`config.mk`:
```
export PLATFORM = sky130hd
export DESIGN_NAME = asb_dev_flat
export DESIGN_NICKNAME = d
export VERILOG_FILES = /design/src/hw/asb_pkg.sv /design/src/hw/asb_link_if.sv /design/src/hw/asb_dev.sv /design/src/hw/asb_sync.sv /design/src/flat_wrapper.sv
export SDC_FILE = /design/constraint.sdc
export NUM_CORES = 1
export LEC_CHECK = 0
export BUFFER_PORTS_ARGS = -buffer_cell sky130_fd_sc_hd__buf_4
export CORE_MARGIN = 2
export CORE_UTILIZATION = 60
export CTS_BUF_LIST = sky130_fd_sc_hd__clkbuf_4
export DETAILED_ROUTE_END_ITERATION = 7
export PLACE_DENSITY = 0.82
export REMOVE_ABC_BUFFERS = 1
export SETUP_SLACK_MARGIN = 0.1
export SLEW_MARGIN = 25
export SYNTH_ARGS = -nofsm -noshare
export SYNTH_HDL_FRONTEND = slang
export SYNTH_SLANG_ARGS = --single-unit
```
`constraint.sdc`:
```
create_clock -name sys_clk -period 2.47 [get_ports sys_clk]
set_input_delay 0.494 -clock sys_clk [delete_from_list [all_inputs] [get_ports sys_clk]]
set_output_delay 0.494 -clock sys_clk [all_outputs]
set_load 0.01 [all_outputs]
```
`src/hw/asb_pkg.sv`:
```
// Shared constants for the busy-indicator converter link
package asb_pkg;
   // ----------------------------------------------------------------
   // Clock and timing
   // ----------------------------------------------------------------
   localparam int CLK_PERIOD_NS = 40;
   localparam int CONV_TIME_NS  = 2200;
   localparam int CONV_CYC      = (CONV_TIME_NS + CLK_PERIOD_NS - 1) / CLK_PERIOD_NS;
   localparam int SCLK_HALF_CYC = 4;
   localparam int START_HIGH_CYC = 4;
   localparam int WAIT_GUARD    = 4;

   // ----------------------------------------------------------------
   // Word layout and counts
   // ----------------------------------------------------------------
   localparam int RES_W        = 16;
   localparam int CFG_W        = 14;
   localparam int SH_W         = RES_W + CFG_W;
   localparam int CFG_RB_BIT   = 0;
   localparam int LAST_FALL    = 17;
   localparam int LAST_FALL_RB = 31;
   localparam int CNT_W        = 5;
   localparam logic [13:0] CFG_RST = 14'h0000;
endpackage

```
`src/hw/asb_link_if.sv`:
```
// Serial link between host and converter, with pull-up on the result line
`timescale 1ns/1ns
interface asb_link_if;
   logic conversion_start_pin;
   logic sclk;
   logic cfg_in;
   logic res_bit;
   logic res_oe;
   wire  serial_result_out;

   // Pull-up to the interface supply while released
   assign serial_result_out = res_oe ? res_bit : 1'b1;

   modport dev_mp (
      input  conversion_start_pin,
      input  sclk,
      input  cfg_in,
      output res_bit,
      output res_oe
   );
   modport host_mp (
      output conversion_start_pin,
      output sclk,
      output cfg_in,
      input  serial_result_out
   );
endinterface

```
`src/hw/asb_dev.sv`:
```
// Converter end: conversion control, busy indicator and serial transfer
// ------------------------------------------------------------------------
// ------------------------------------------------------------------------
`timescale 1ns/1ns
module asb_dev #(
   parameter int CONV_CYCLES = asb_pkg::CONV_CYC
) (
   // Clock and reset
   input  wire logic        sys_clk,
   input  wire logic        rst_n,
   // Link
   asb_link_if.dev_mp       link,
   // Converter core side
   input  wire logic [15:0] sample_data,
   output logic             converting,
   output logic [13:0]      cfg_word,
   output logic             cfg_update
);
   typedef enum logic [1:0] {ST_ACQ, ST_CONV, ST_XFER} asb_dev_state_t;

   if (CONV_CYCLES < 1 || CONV_CYCLES > 4096) begin : g_bad_conv
      $error("asb_dev: CONV_CYCLES out of range");
   end

   // ---------------------------------------------------------------------
   // Pin synchronisers and edge detection
   // ---------------------------------------------------------------------
   logic [2:0] pins_s;
   logic       start_s;
   logic       sck_s;
   logic       din_s;
   logic       start_d_r;
   logic       sck_d_r;
   logic       start_rise;
   logic       sck_fall;
   logic       sck_rise;

   asb_sync #(
      .W       (3),
      .RST_VAL (8'h02)
   ) u_sync (
      .sys_clk (sys_clk),
      .rst_n   (rst_n),
      .d       ({link.conversion_start_pin, link.sclk, link.cfg_in}),
      .q       (pins_s)
   );

   assign start_s = pins_s[2];
   assign sck_s = pins_s[1];
   assign din_s = pins_s[0];

   always_ff @(posedge sys_clk or negedge rst_n) begin
      if (!rst_n) begin
         start_d_r <= 1'b0;
         sck_d_r   <= 1'b1;
      end else begin
         start_d_r <= start_s;
         sck_d_r   <= sck_s;
      end
   end

   assign start_rise = start_s & ~start_d_r;
   assign sck_fall = ~sck_s & sck_d_r;
   assign sck_rise = sck_s & ~sck_d_r;

   // ---------------------------------------------------------------------
   // Conversion sequencing
   // ---------------------------------------------------------------------
   asb_dev_state_t state_r;
   logic [12:0]    conv_cnt_r;
   logic           conv_done;

   assign conv_done  = (state_r == ST_CONV) && (conv_cnt_r == 13'(CONV_CYCLES - 1));
   assign converting = (state_r == ST_CONV);

   always_ff @(posedge sys_clk or negedge rst_n) begin
      if (!rst_n) begin
         state_r <= ST_ACQ;
      end else begin
         unique case (state_r)
            ST_ACQ, ST_XFER: begin
               if (start_rise) begin
                  state_r <= ST_CONV;
               end
            end
            ST_CONV: begin
               // Start pin not looked at until done
               if (conv_done) begin
                  state_r <= ST_XFER;
               end
            end
         endcase
      end
   end

   always_ff @(posedge sys_clk or negedge rst_n) begin
      if (!rst_n) begin
         conv_cnt_r <= '0;
      end else if (state_r != ST_CONV) begin
         conv_cnt_r <= '0;
      end else begin
         conv_cnt_r <= conv_cnt_r + 13'd1;
      end
   end

   // ---------------------------------------------------------------------
   // Configuration capture
   // ---------------------------------------------------------------------
   logic [13:0]            cfg_r;
   logic [13:0]            cfg_used_r;
   logic [13:0]            cfg_sh_r;
   logic [asb_pkg::CNT_W-1:0] rise_cnt_r;
   logic                   cfg_upd_r;

   assign cfg_word   = cfg_r;
   assign cfg_update = cfg_upd_r;

   always_ff @(posedge sys_clk or negedge rst_n) begin
      if (!rst_n) begin
         rise_cnt_r <= '0;
         cfg_sh_r   <= '0;
         cfg_r      <= asb_pkg::CFG_RST;
         cfg_upd_r  <= 1'b0;
      end else begin
         cfg_upd_r <= 1'b0;
         if (conv_done) begin
            rise_cnt_r <= '0;
         end else if (state_r == ST_XFER && !start_rise && sck_rise &&
                      rise_cnt_r < asb_pkg::CNT_W'(asb_pkg::CFG_W)) begin
            cfg_sh_r   <= {cfg_sh_r[12:0], din_s};
            rise_cnt_r <= rise_cnt_r + 5'd1;
            // First bit set marks a write; applied only when all 14 arrive
            if (rise_cnt_r == asb_pkg::CNT_W'(asb_pkg::CFG_W - 1) && cfg_sh_r[12]) begin
               cfg_r     <= {cfg_sh_r[12:0], din_s};
               cfg_upd_r <= 1'b1;
            end
         end
      end
   end

   // Settings in force for the conversion being started
   always_ff @(posedge sys_clk or negedge rst_n) begin
      if (!rst_n) begin
         cfg_used_r <= asb_pkg::CFG_RST;
      end else if (start_rise && state_r != ST_CONV) begin
         cfg_used_r <= cfg_r;
      end
   end

   // ---------------------------------------------------------------------
   // Result output
   // ---------------------------------------------------------------------
   logic [asb_pkg::SH_W-1:0]  out_sh_r;
   logic [asb_pkg::CNT_W-1:0] fall_cnt_r;
   logic [asb_pkg::CNT_W-1:0] last_fall;
   logic                      armed_r;
   logic                      res_bit_r;
   logic                      oe_r;

   assign last_fall   = cfg_used_r[asb_pkg::CFG_RB_BIT] ?
                        asb_pkg::CNT_W'(asb_pkg::LAST_FALL_RB) :
                        asb_pkg::CNT_W'(asb_pkg::LAST_FALL);
   assign link.res_bit = res_bit_r;
   assign link.res_oe  = oe_r;

   always_ff @(posedge sys_clk or negedge rst_n) begin
      if (!rst_n) begin
         out_sh_r   <= '0;
         fall_cnt_r <= '0;
         armed_r    <= 1'b0;
         res_bit_r  <= 1'b0;
         oe_r       <= 1'b0;
      end else if (start_rise && state_r != ST_CONV) begin
         oe_r    <= 1'b0;
         armed_r <= 1'b0;
      end else if (conv_done) begin
         // Old result replaced here whether read or not
         out_sh_r   <= {sample_data, cfg_used_r};
         fall_cnt_r <= '0;
         res_bit_r  <= 1'b0;
         oe_r       <= ~start_s;
         armed_r    <= ~start_s;
      end else if (state_r == ST_XFER && armed_r && sck_fall) begin
         fall_cnt_r <= fall_cnt_r + 5'd1;
         if (fall_cnt_r + 5'd1 == last_fall) begin
            oe_r    <= 1'b0;
            armed_r <= 1'b0;
         end else begin
            // Falls 1..16 give result, 17..30 give config
            res_bit_r <= out_sh_r[asb_pkg::SH_W-1];
            out_sh_r <= {out_sh_r[asb_pkg::SH_W-2:0], 1'b0};
         end
      end
      // Otherwise the last bit keeps being driven
   end
endmodule

```
`src/hw/asb_sync.sv`:
```
// Two-stage synchroniser for pins from outside the clock domain
`timescale 1ns/1ns
module asb_sync #(
   parameter int         W       = 1,
   parameter logic [7:0] RST_VAL = 8'h00
) (
   // Clock and reset
   input  wire logic         sys_clk,
   input  wire logic         rst_n,
   // Data
   input  wire logic [W-1:0] d,
   output logic      [W-1:0] q
);
   logic [W-1:0] meta_r;

   if (W < 1 || W > 8) begin : g_bad_w
      $error("asb_sync: W out of range");
   end

   always_ff @(posedge sys_clk or negedge rst_n) begin
      if (!rst_n) begin
         meta_r <= RST_VAL[W-1:0];
         q      <= RST_VAL[W-1:0];
      end else begin
         meta_r <= d;
         q      <= meta_r;
      end
   end
endmodule

```
`src/flat_wrapper.sv`:
```
// flat-port wrapper written by rule: the top's interface ports become plain ports
module asb_dev_flat 
#(
   parameter int CONV_CYCLES = asb_pkg::CONV_CYC
)
  (sys_clk, rst_n, sample_data, converting, cfg_word, cfg_update, link_conversion_start_pin, link_sclk, link_cfg_in, link_res_bit, link_res_oe);
  asb_link_if link_i ();
  input  wire logic sys_clk;
  input  wire logic rst_n;
  input  wire logic [15:0] sample_data;
  output logic converting;
  output logic [13:0] cfg_word;
  output logic cfg_update;
  input wire logic [$bits(link_i.conversion_start_pin)-1:0] link_conversion_start_pin;
  input wire logic [$bits(link_i.sclk)-1:0] link_sclk;
  input wire logic [$bits(link_i.cfg_in)-1:0] link_cfg_in;
  output wire logic [$bits(link_i.res_bit)-1:0] link_res_bit;
  output wire logic [$bits(link_i.res_oe)-1:0] link_res_oe;
  assign link_i.conversion_start_pin = link_conversion_start_pin;
  assign link_i.sclk = link_sclk;
  assign link_i.cfg_in = link_cfg_in;
  assign link_res_bit = link_i.res_bit;
  assign link_res_oe = link_i.res_oe;
  asb_dev #(.CONV_CYCLES(CONV_CYCLES)) u_core (.sys_clk(sys_clk), .rst_n(rst_n), .link(link_i), .sample_data(sample_data), .converting(converting), .cfg_word(cfg_word), .cfg_update(cfg_update));
endmodule
```
==> impl_results.md, run 1 <==
- Routed WL: 7923 µm
- DPL Wire Length: 5408 µm
- Die Y: roughly 90 µm
- Layout cells sized above 1: 0.2470
- Ys async rst share: 1.000
- Period utilisation layout: 0.9120
- MaxCap Viol Count: 0
- Max Freq: between 400 and 500 MHz
- Via density per instance: approximately 5.6
- Final Setup Violations: 0
- R2r startpoint: u_core.conv_cnt_r[8]
- IO Pins: 39
- Vias in the first global route: ~2,800
- CTS Buffer Depth: 2
- DRT antenna net count: 0
- Leak: roughly 2.4 nW
- EDFF count, synth: 0
- Diodes inserted: 0
- Final Power: ~0.0033 W
- H-tree depth: 3
- Min Tclk post-route: about 2.3 ns
- Cell Count, Final, Fillers Out: 520
- Clk_skew: ~0.014 ns
- Grt ovf: 0
- Clock transition at path regs: approximately 0.15 ns
- Total CTS buffers: 9
- Port bufs: 38
- Tightest Pin Transition: between 0.5 and 0.6 ns
- Post-CTS setup buffers: 0
- Pwr Density: 659.9 nW/µm²
- Cell Area, Synth: between 4000 and 5000 µm²
- YS warnings: 0
- Startpoint Class: flop
- CTS tree: done
- Max FO, Critical Path: 16
- Status: finished, final reports clean
- Place WS: around 0.22 ns
- Final #Nets: between 400 and 500
- Number of remaining DRC errors: 0
- Netlist cell types: 42
- Slew headroom: 0.6088
- Post-Syn Instances: around 370
- Dpl cells: 504
- Routability congestion estimate: ~0.76
- CP required: around 2.8 ns
- Synth top area cells: dfrtp_1 (58%), mux2_2 (6.8%), o22a_1 (5.7%)
- VDD IR max: between 0.4 and 0.5 mV
- Share of the yosys chip area belonging to registers: 0.6023
- Largest net degree at the start of global routing: ~110
- Cts hold-fix bufs: 0
- Register bit total from synthesis: 107
- Mean post-synth cell area: approximately 12 µm²
- Starting density of the core: 0.6171
- CTS root buffer: clkbuf_4
- Layout fillers: between 500 and 600
- Synth top area share: 0.5846
- CP Launch Point: u_core.conv_cnt_r[8]
- Critical path arrival: ~2.6 ns
- Die span in x: ~90 µm
- Worst setup EP type: flop
- Worst Hold Margin: 0.05708 ns
- Tot GR Track Use: 0.2091
- Slew Limit Fails: 0
- Final Hold Fails: 0
- Later-pin clock latency in the skew report: between 0.4 and 0.5 ns
- Setup CP Type: flop to flop
- Per-cell routed wire length: roughly 15 µm
- Total die area: between 8000 and 9000 µm²
- Initial antenna violation count: 0
- Core area: between 7000 and 8000 µm²
- Final worst setup slack: 0.2173 ns
- First-pass GRT wire length: 13,530 µm
- Vias: ~2,900
- Clock Sinks: ~110
- Synth Flop Type: dfrtp_1
- Pre-Repair DR Iteration Count: 4
- Leading area contributor after synthesis: dfrtp_1
- Setup tns final: 0 ns
- Layout area overhead: 12.82%
- Iter 0 DRT Violations: 148
- RSZ-0062 raised after global routing: no
- HP Class: primary input to async pin
- Rows: 31
- CTS resizes: 0
==> worst paths after layout <==
| path | slack [ns] | cells past startpoint | endpoint |
|---|---|---|---|
| setup / recovery | 0.22 | 5 | u_core.out_sh_r[3] |
| hold / removal | 0.06 | 2 | u_core.conv_cnt_r[5] |
| setup reg to reg | 0.22 | 5 | u_core.out_sh_r[3] |
| hold reg to reg | 0.37 | 0 | u_core.u_sync.q[1] |
| max in group asynchronous | 1.93 | 2 | u_core.cfg_used_r[0] |
| min in group sys_clk | 0.14 | 1 | u_core.u_sync.meta_r[1] |
==> cells by family (layout without fill, tap and decap cells) <==
logic type | Yosys count | count (layout) | share of synthesized area
AO/OA/AOI/OAI | 81 | 81 | 0.1377
adder cells (fa/ha/maj) | 5 | 5 | 0.01405
multiplexers | 28 | 28 | 0.07054
AND/OR/NAND/NOR | 113 | 113 | 0.1251
buffers and inverters | 21 | 74 | 0.02473
flip-flops | 107 | 107 | 0.6023
XOR/XNOR | 13 | 13 | 0.02558
==> cell usage after synthesis, types with 6 or more instances <==
cell type  count
nor2_1        24
clkbuf_1       9
nand3_1       10
o21ai_0        9
o21a_1        31
nand2_1       47
dfrtp_1      104
xnor2_1        9
o22a_1        29
mux2_2        27
inv_1          6
==> where the power goes <==
group / total [W] / internal [W] / leakage [nW] / switching [W]
Sequential: 0.00209 / 0.00194 / 1.44 / 0.000150
Clock: 0.000768 / 0.000212 / 0.0620 / 0.000556
Combinational: 0.000461 / 0.000242 / 0.928 / 0.000219
Total: 0.00331 / 0.00239 / 2.43 / 0.000925
==> stage by stage <==
stage          cell area (µm²)    util
2_1_floorplan             4364       -
3_5_place_dp              4905  0.6798
4_1_cts                   5022  0.6962
3_3_place_gp              4905  0.6798
5_1_grt                   5022  0.6962
6_report                  5022  0.6962
==> sequential cells by signal, summed over array words and instances, names as in the netlist, 2 cells and up <==
signal	flops
u_core.out_sh_r	30
u_core.fall_cnt_r	5
u_core.cfg_sh_r	13
u_core.cfg_word	14
u_core.state_r	2
u_core.conv_cnt_r	13
u_core.u_sync.meta_r	3
u_core.cfg_used_r	14
u_core.rise_cnt_r	5
u_core.u_sync.q	3
==> area by class of cell <==
| class | count | area, µm² | share of cell area |
|---|---|---|---|
| clock buffers | 9 | 67.56 | 0.01345 |
| clock inverters | 7 | 50.05 | 0.009965 |
| multi-input cells | 240 | 1674 | 0.3333 |
| repair buffers | 52 | 402.9 | 0.08022 |
| well taps | 99 | 123.9 | 0.02466 |
| inverters | 6 | 22.52 | 0.004484 |
| flip-flops and latches | 107 | 2681 | 0.5339 |
==> cells in the final DEF (no fill, tap or decap), types with 2 or more instances in the layout <==
cell type and instances:
nor2b_1 2, clkinv_4 2, clkinv_1 2, inv_1 6
or4_4 2, dfstp_2 3, clkbuf_4 9, nor3_1 2
nor2_1 24, o22a_1 29, nand4_1 5, o21ai_0 9
xnor2_1 9, and3_1 5, o21a_1 31, xor2_1 4
mux2_2 27, nor3b_1 2, a21oi_1 4, inv_6 2
ha_1 5, nand3_1 10, or3_1 3, nand4b_1 2
buf_4 51, nand2_1 47, dfrtp_1 104, or2_2 2
nand2b_1 2
==> worst max-delay path, cell delays in order (launching register included) <==
cell and delay (ns):
dfrtp_1 0.47, or4_4 0.54, or4_4 0.61, buf_4 0.23, o22a_1 0.21, o21a_1 0.11
==> routing by layer <==
layer	global-route usage	part of all wire	wire, µm
met3	0.06873	0.042	336
met2	0.3465	0.52	4122
met1	0.2676	0.42	3363
met5	0	0	0
met4	0.05513	0.013	101
No activity file was read; power rests on OpenSTA's default activity.
==> run 2: changes to the inputs <==
Settings changed: CORE_MARGIN 2 to default.
==> run 2 against run 1 <==
Effect of this change: clock power increased by 6.4%; cell count unchanged; routed wire length grew 3.4%; combinational power rose by 4.3%; register-to-register slack is essentially flat; largest power group unchanged; non-clock buffer count fell by 2; clock skew increased by 0.0093 ns; global-route usage rose by 0.68 points; sequential power hardly changed.
==> impl_results.md, run 2 (synthesis gave the netlist of run 1 again) <==
- Iter 0 DRT Violations: between 200 and 250
- First-pass GRT wire length: roughly 13,000 µm
- Layout fillers: 539
- Final #Nets: between 400 and 500
- Routability congestion estimate: between 0.8 and 0.9
- Slew Limit Fails: 0
- Final Setup Violations: 0
- Max Freq: around 440 MHz
- Setup CP Type: flop to flop
- Leak: ~2.4 nW
- Port bufs: 38
- Post-layout util: 0.6991
- RSZ-0062 raised after global routing: no
- Rows: 31
- Number of remaining DRC errors: 0
- Final Hold Fails: 0
- Vias in the first global route: ~2,700
- Worst setup EP type: flop
- Tot GR Track Use: 0.2158
- Final Power: between 0.003 and 0.004 W
- Commonest cells after routing, fill and taps aside: dfrtp_1 (104), buf_4 (49), nand2_1 (47)
- Critical path arrival: 2.66 ns
- Die Y: 88.14 µm
- Slew headroom: 0.6114
- Pwr Density: 671.1 nW/µm²
- Min Tclk post-route: about 2.3 ns
- Core area: about 7000 µm²
- Later-pin clock latency in the skew report: between 0.4 and 0.5 ns
- Total CTS buffers: 9
- Largest Register: u_core.out_sh_r
- Pre-Repair DR Iteration Count: 4
- CTS tree: done
- Largest net degree at the start of global routing: 108
- Grt ovf: 0
- Startpoint Class: flop
- Period utilisation layout: 0.9159
- Layout area overhead: 13.29%
- Diodes inserted: 0
- Clk_skew: about 0.023 ns
- Vias: between 2,000 and 3,000
- Clock transition at path regs: around 0.16 ns
- DPL Wire Length: 5201 µm
- Max FO, Critical Path: 18
- Per-cell routed wire length: between 15 and 20 µm
- Layout cells sized above 1: 0.2518
- Flip-flop count of the largest register after layout: 30
- VDD IR max: between 0.3 and 0.4 mV
- Starting density of the core: 0.6171
- CTS root buffer: clkbuf_4
- Multi-input logic area: approximately 1700 µm²
- Sequential standard cell area: between 2000 and 3000 µm²
- Commonest non-fill, non-tap cell in the layout: dfrtp_1
- Die span in x: about 90 µm
- H-tree depth: 3
- Clock Sinks: 107
- Tightest Pin Transition: 0.5829 ns
- Via density per instance: roughly 5.7
- CP required: approximately 2.9 ns
- HP Class: primary input to async pin
- MaxCap Viol Count: 0
- CTS Buffer Depth: 2
- IO Pins: 39
- DRT antenna net count: 0
- Routed WL: 8195 µm
- Total die area: slightly below 8000 µm²
- Setup tns final: 0 ns
- Post-CTS setup buffers: 0
- Status: finished, final reports clean
- R2R depth: 5
- Initial antenna violation count: 0
[run 2: changes by cell type in the layout (fill, tap and decap cells not counted), sizes merged]
cell  change
buf       -2
or4       +2
[run 2: routing by layer]
| layer | share of wire | global-route usage |
|---|---|---|
| met5 | 0 | 0 |
| met4 | 0.018 | 0.09091 |
| met3 | 0.027 | 0.03770 |
| met2 | 0.51 | 0.3517 |
| met1 | 0.45 | 0.2888 |
[run 2: critical path, cell delays in order, from the launching register on]
cell     delay [ns]
dfrtp_1        0.48
or4_4          0.59
or4_4          0.63
nand2_1        0.12
buf_4          0.24
o21a_1         0.14
[run 2: cell type report]
| cell class | instances | area share |
|---|---|---|
| clock inverter | 7 | 0.01265 |
| inverter | 6 | 0.004465 |
| clock buffer | 9 | 0.01340 |
| sequential | 107 | 0.5316 |
| multi-input combinational | 242 | 0.3364 |
| tap | 99 | 0.02456 |
| timing repair buffer | 50 | 0.07690 |
[run 2: what timing repair did]
item / in CTS / in global routing
pin swaps: 1 / 1
resized for setup: 0 / 2
hold buffers: 0 / 0
setup endpoints to repair: 13 / 24
gates cloned: 0 / 2
[run 2: worst paths after layout]
check	from	slack (ns)	endpoint
max	u_core.conv_cnt_r[8]	0.21	u_core.out_sh_r[3]
min	rst_n	0.03	u_core.conv_cnt_r[2]
max reg2reg	u_core.conv_cnt_r[8]	0.21	u_core.out_sh_r[3]
min reg2reg	u_core.u_sync.meta_r[1]	0.37	u_core.u_sync.q[1]
max in group asynchronous	rst_n	1.96	u_core.out_sh_r[12]
min in group sys_clk	link_sclk	0.15	u_core.u_sync.meta_r[1]
[run 2: stage by stage]
stage	setup slack [ns]	hold slack, ns	instance area [µm²]	instances
after global placement	0.1836	0.3342	4890	502
after global routing	0.1424	0.1061	5044	520
after CTS	0.1115	0.09763	5021	518
final	0.2077	0.03334	5044	520
after floorplan	-1.859	0.1984	4364	353
after detailed placement	0.1163	0.3371	4890	502
[run 2: power breakdown]
| part | total (W) | leakage (nW) | internal [W] | switching (W) |
|---|---|---|---|---|
| clock network | 0.000817 | 0.0697 | 0.000225 | 0.000592 |
| logic | 0.000481 | 0.924 | 0.000243 | 0.000238 |
| registers | 0.00209 | 1.44 | 0.00194 | 0.000151 |
| total | 0.00338 | 2.43 | 0.00240 | 0.000981 |
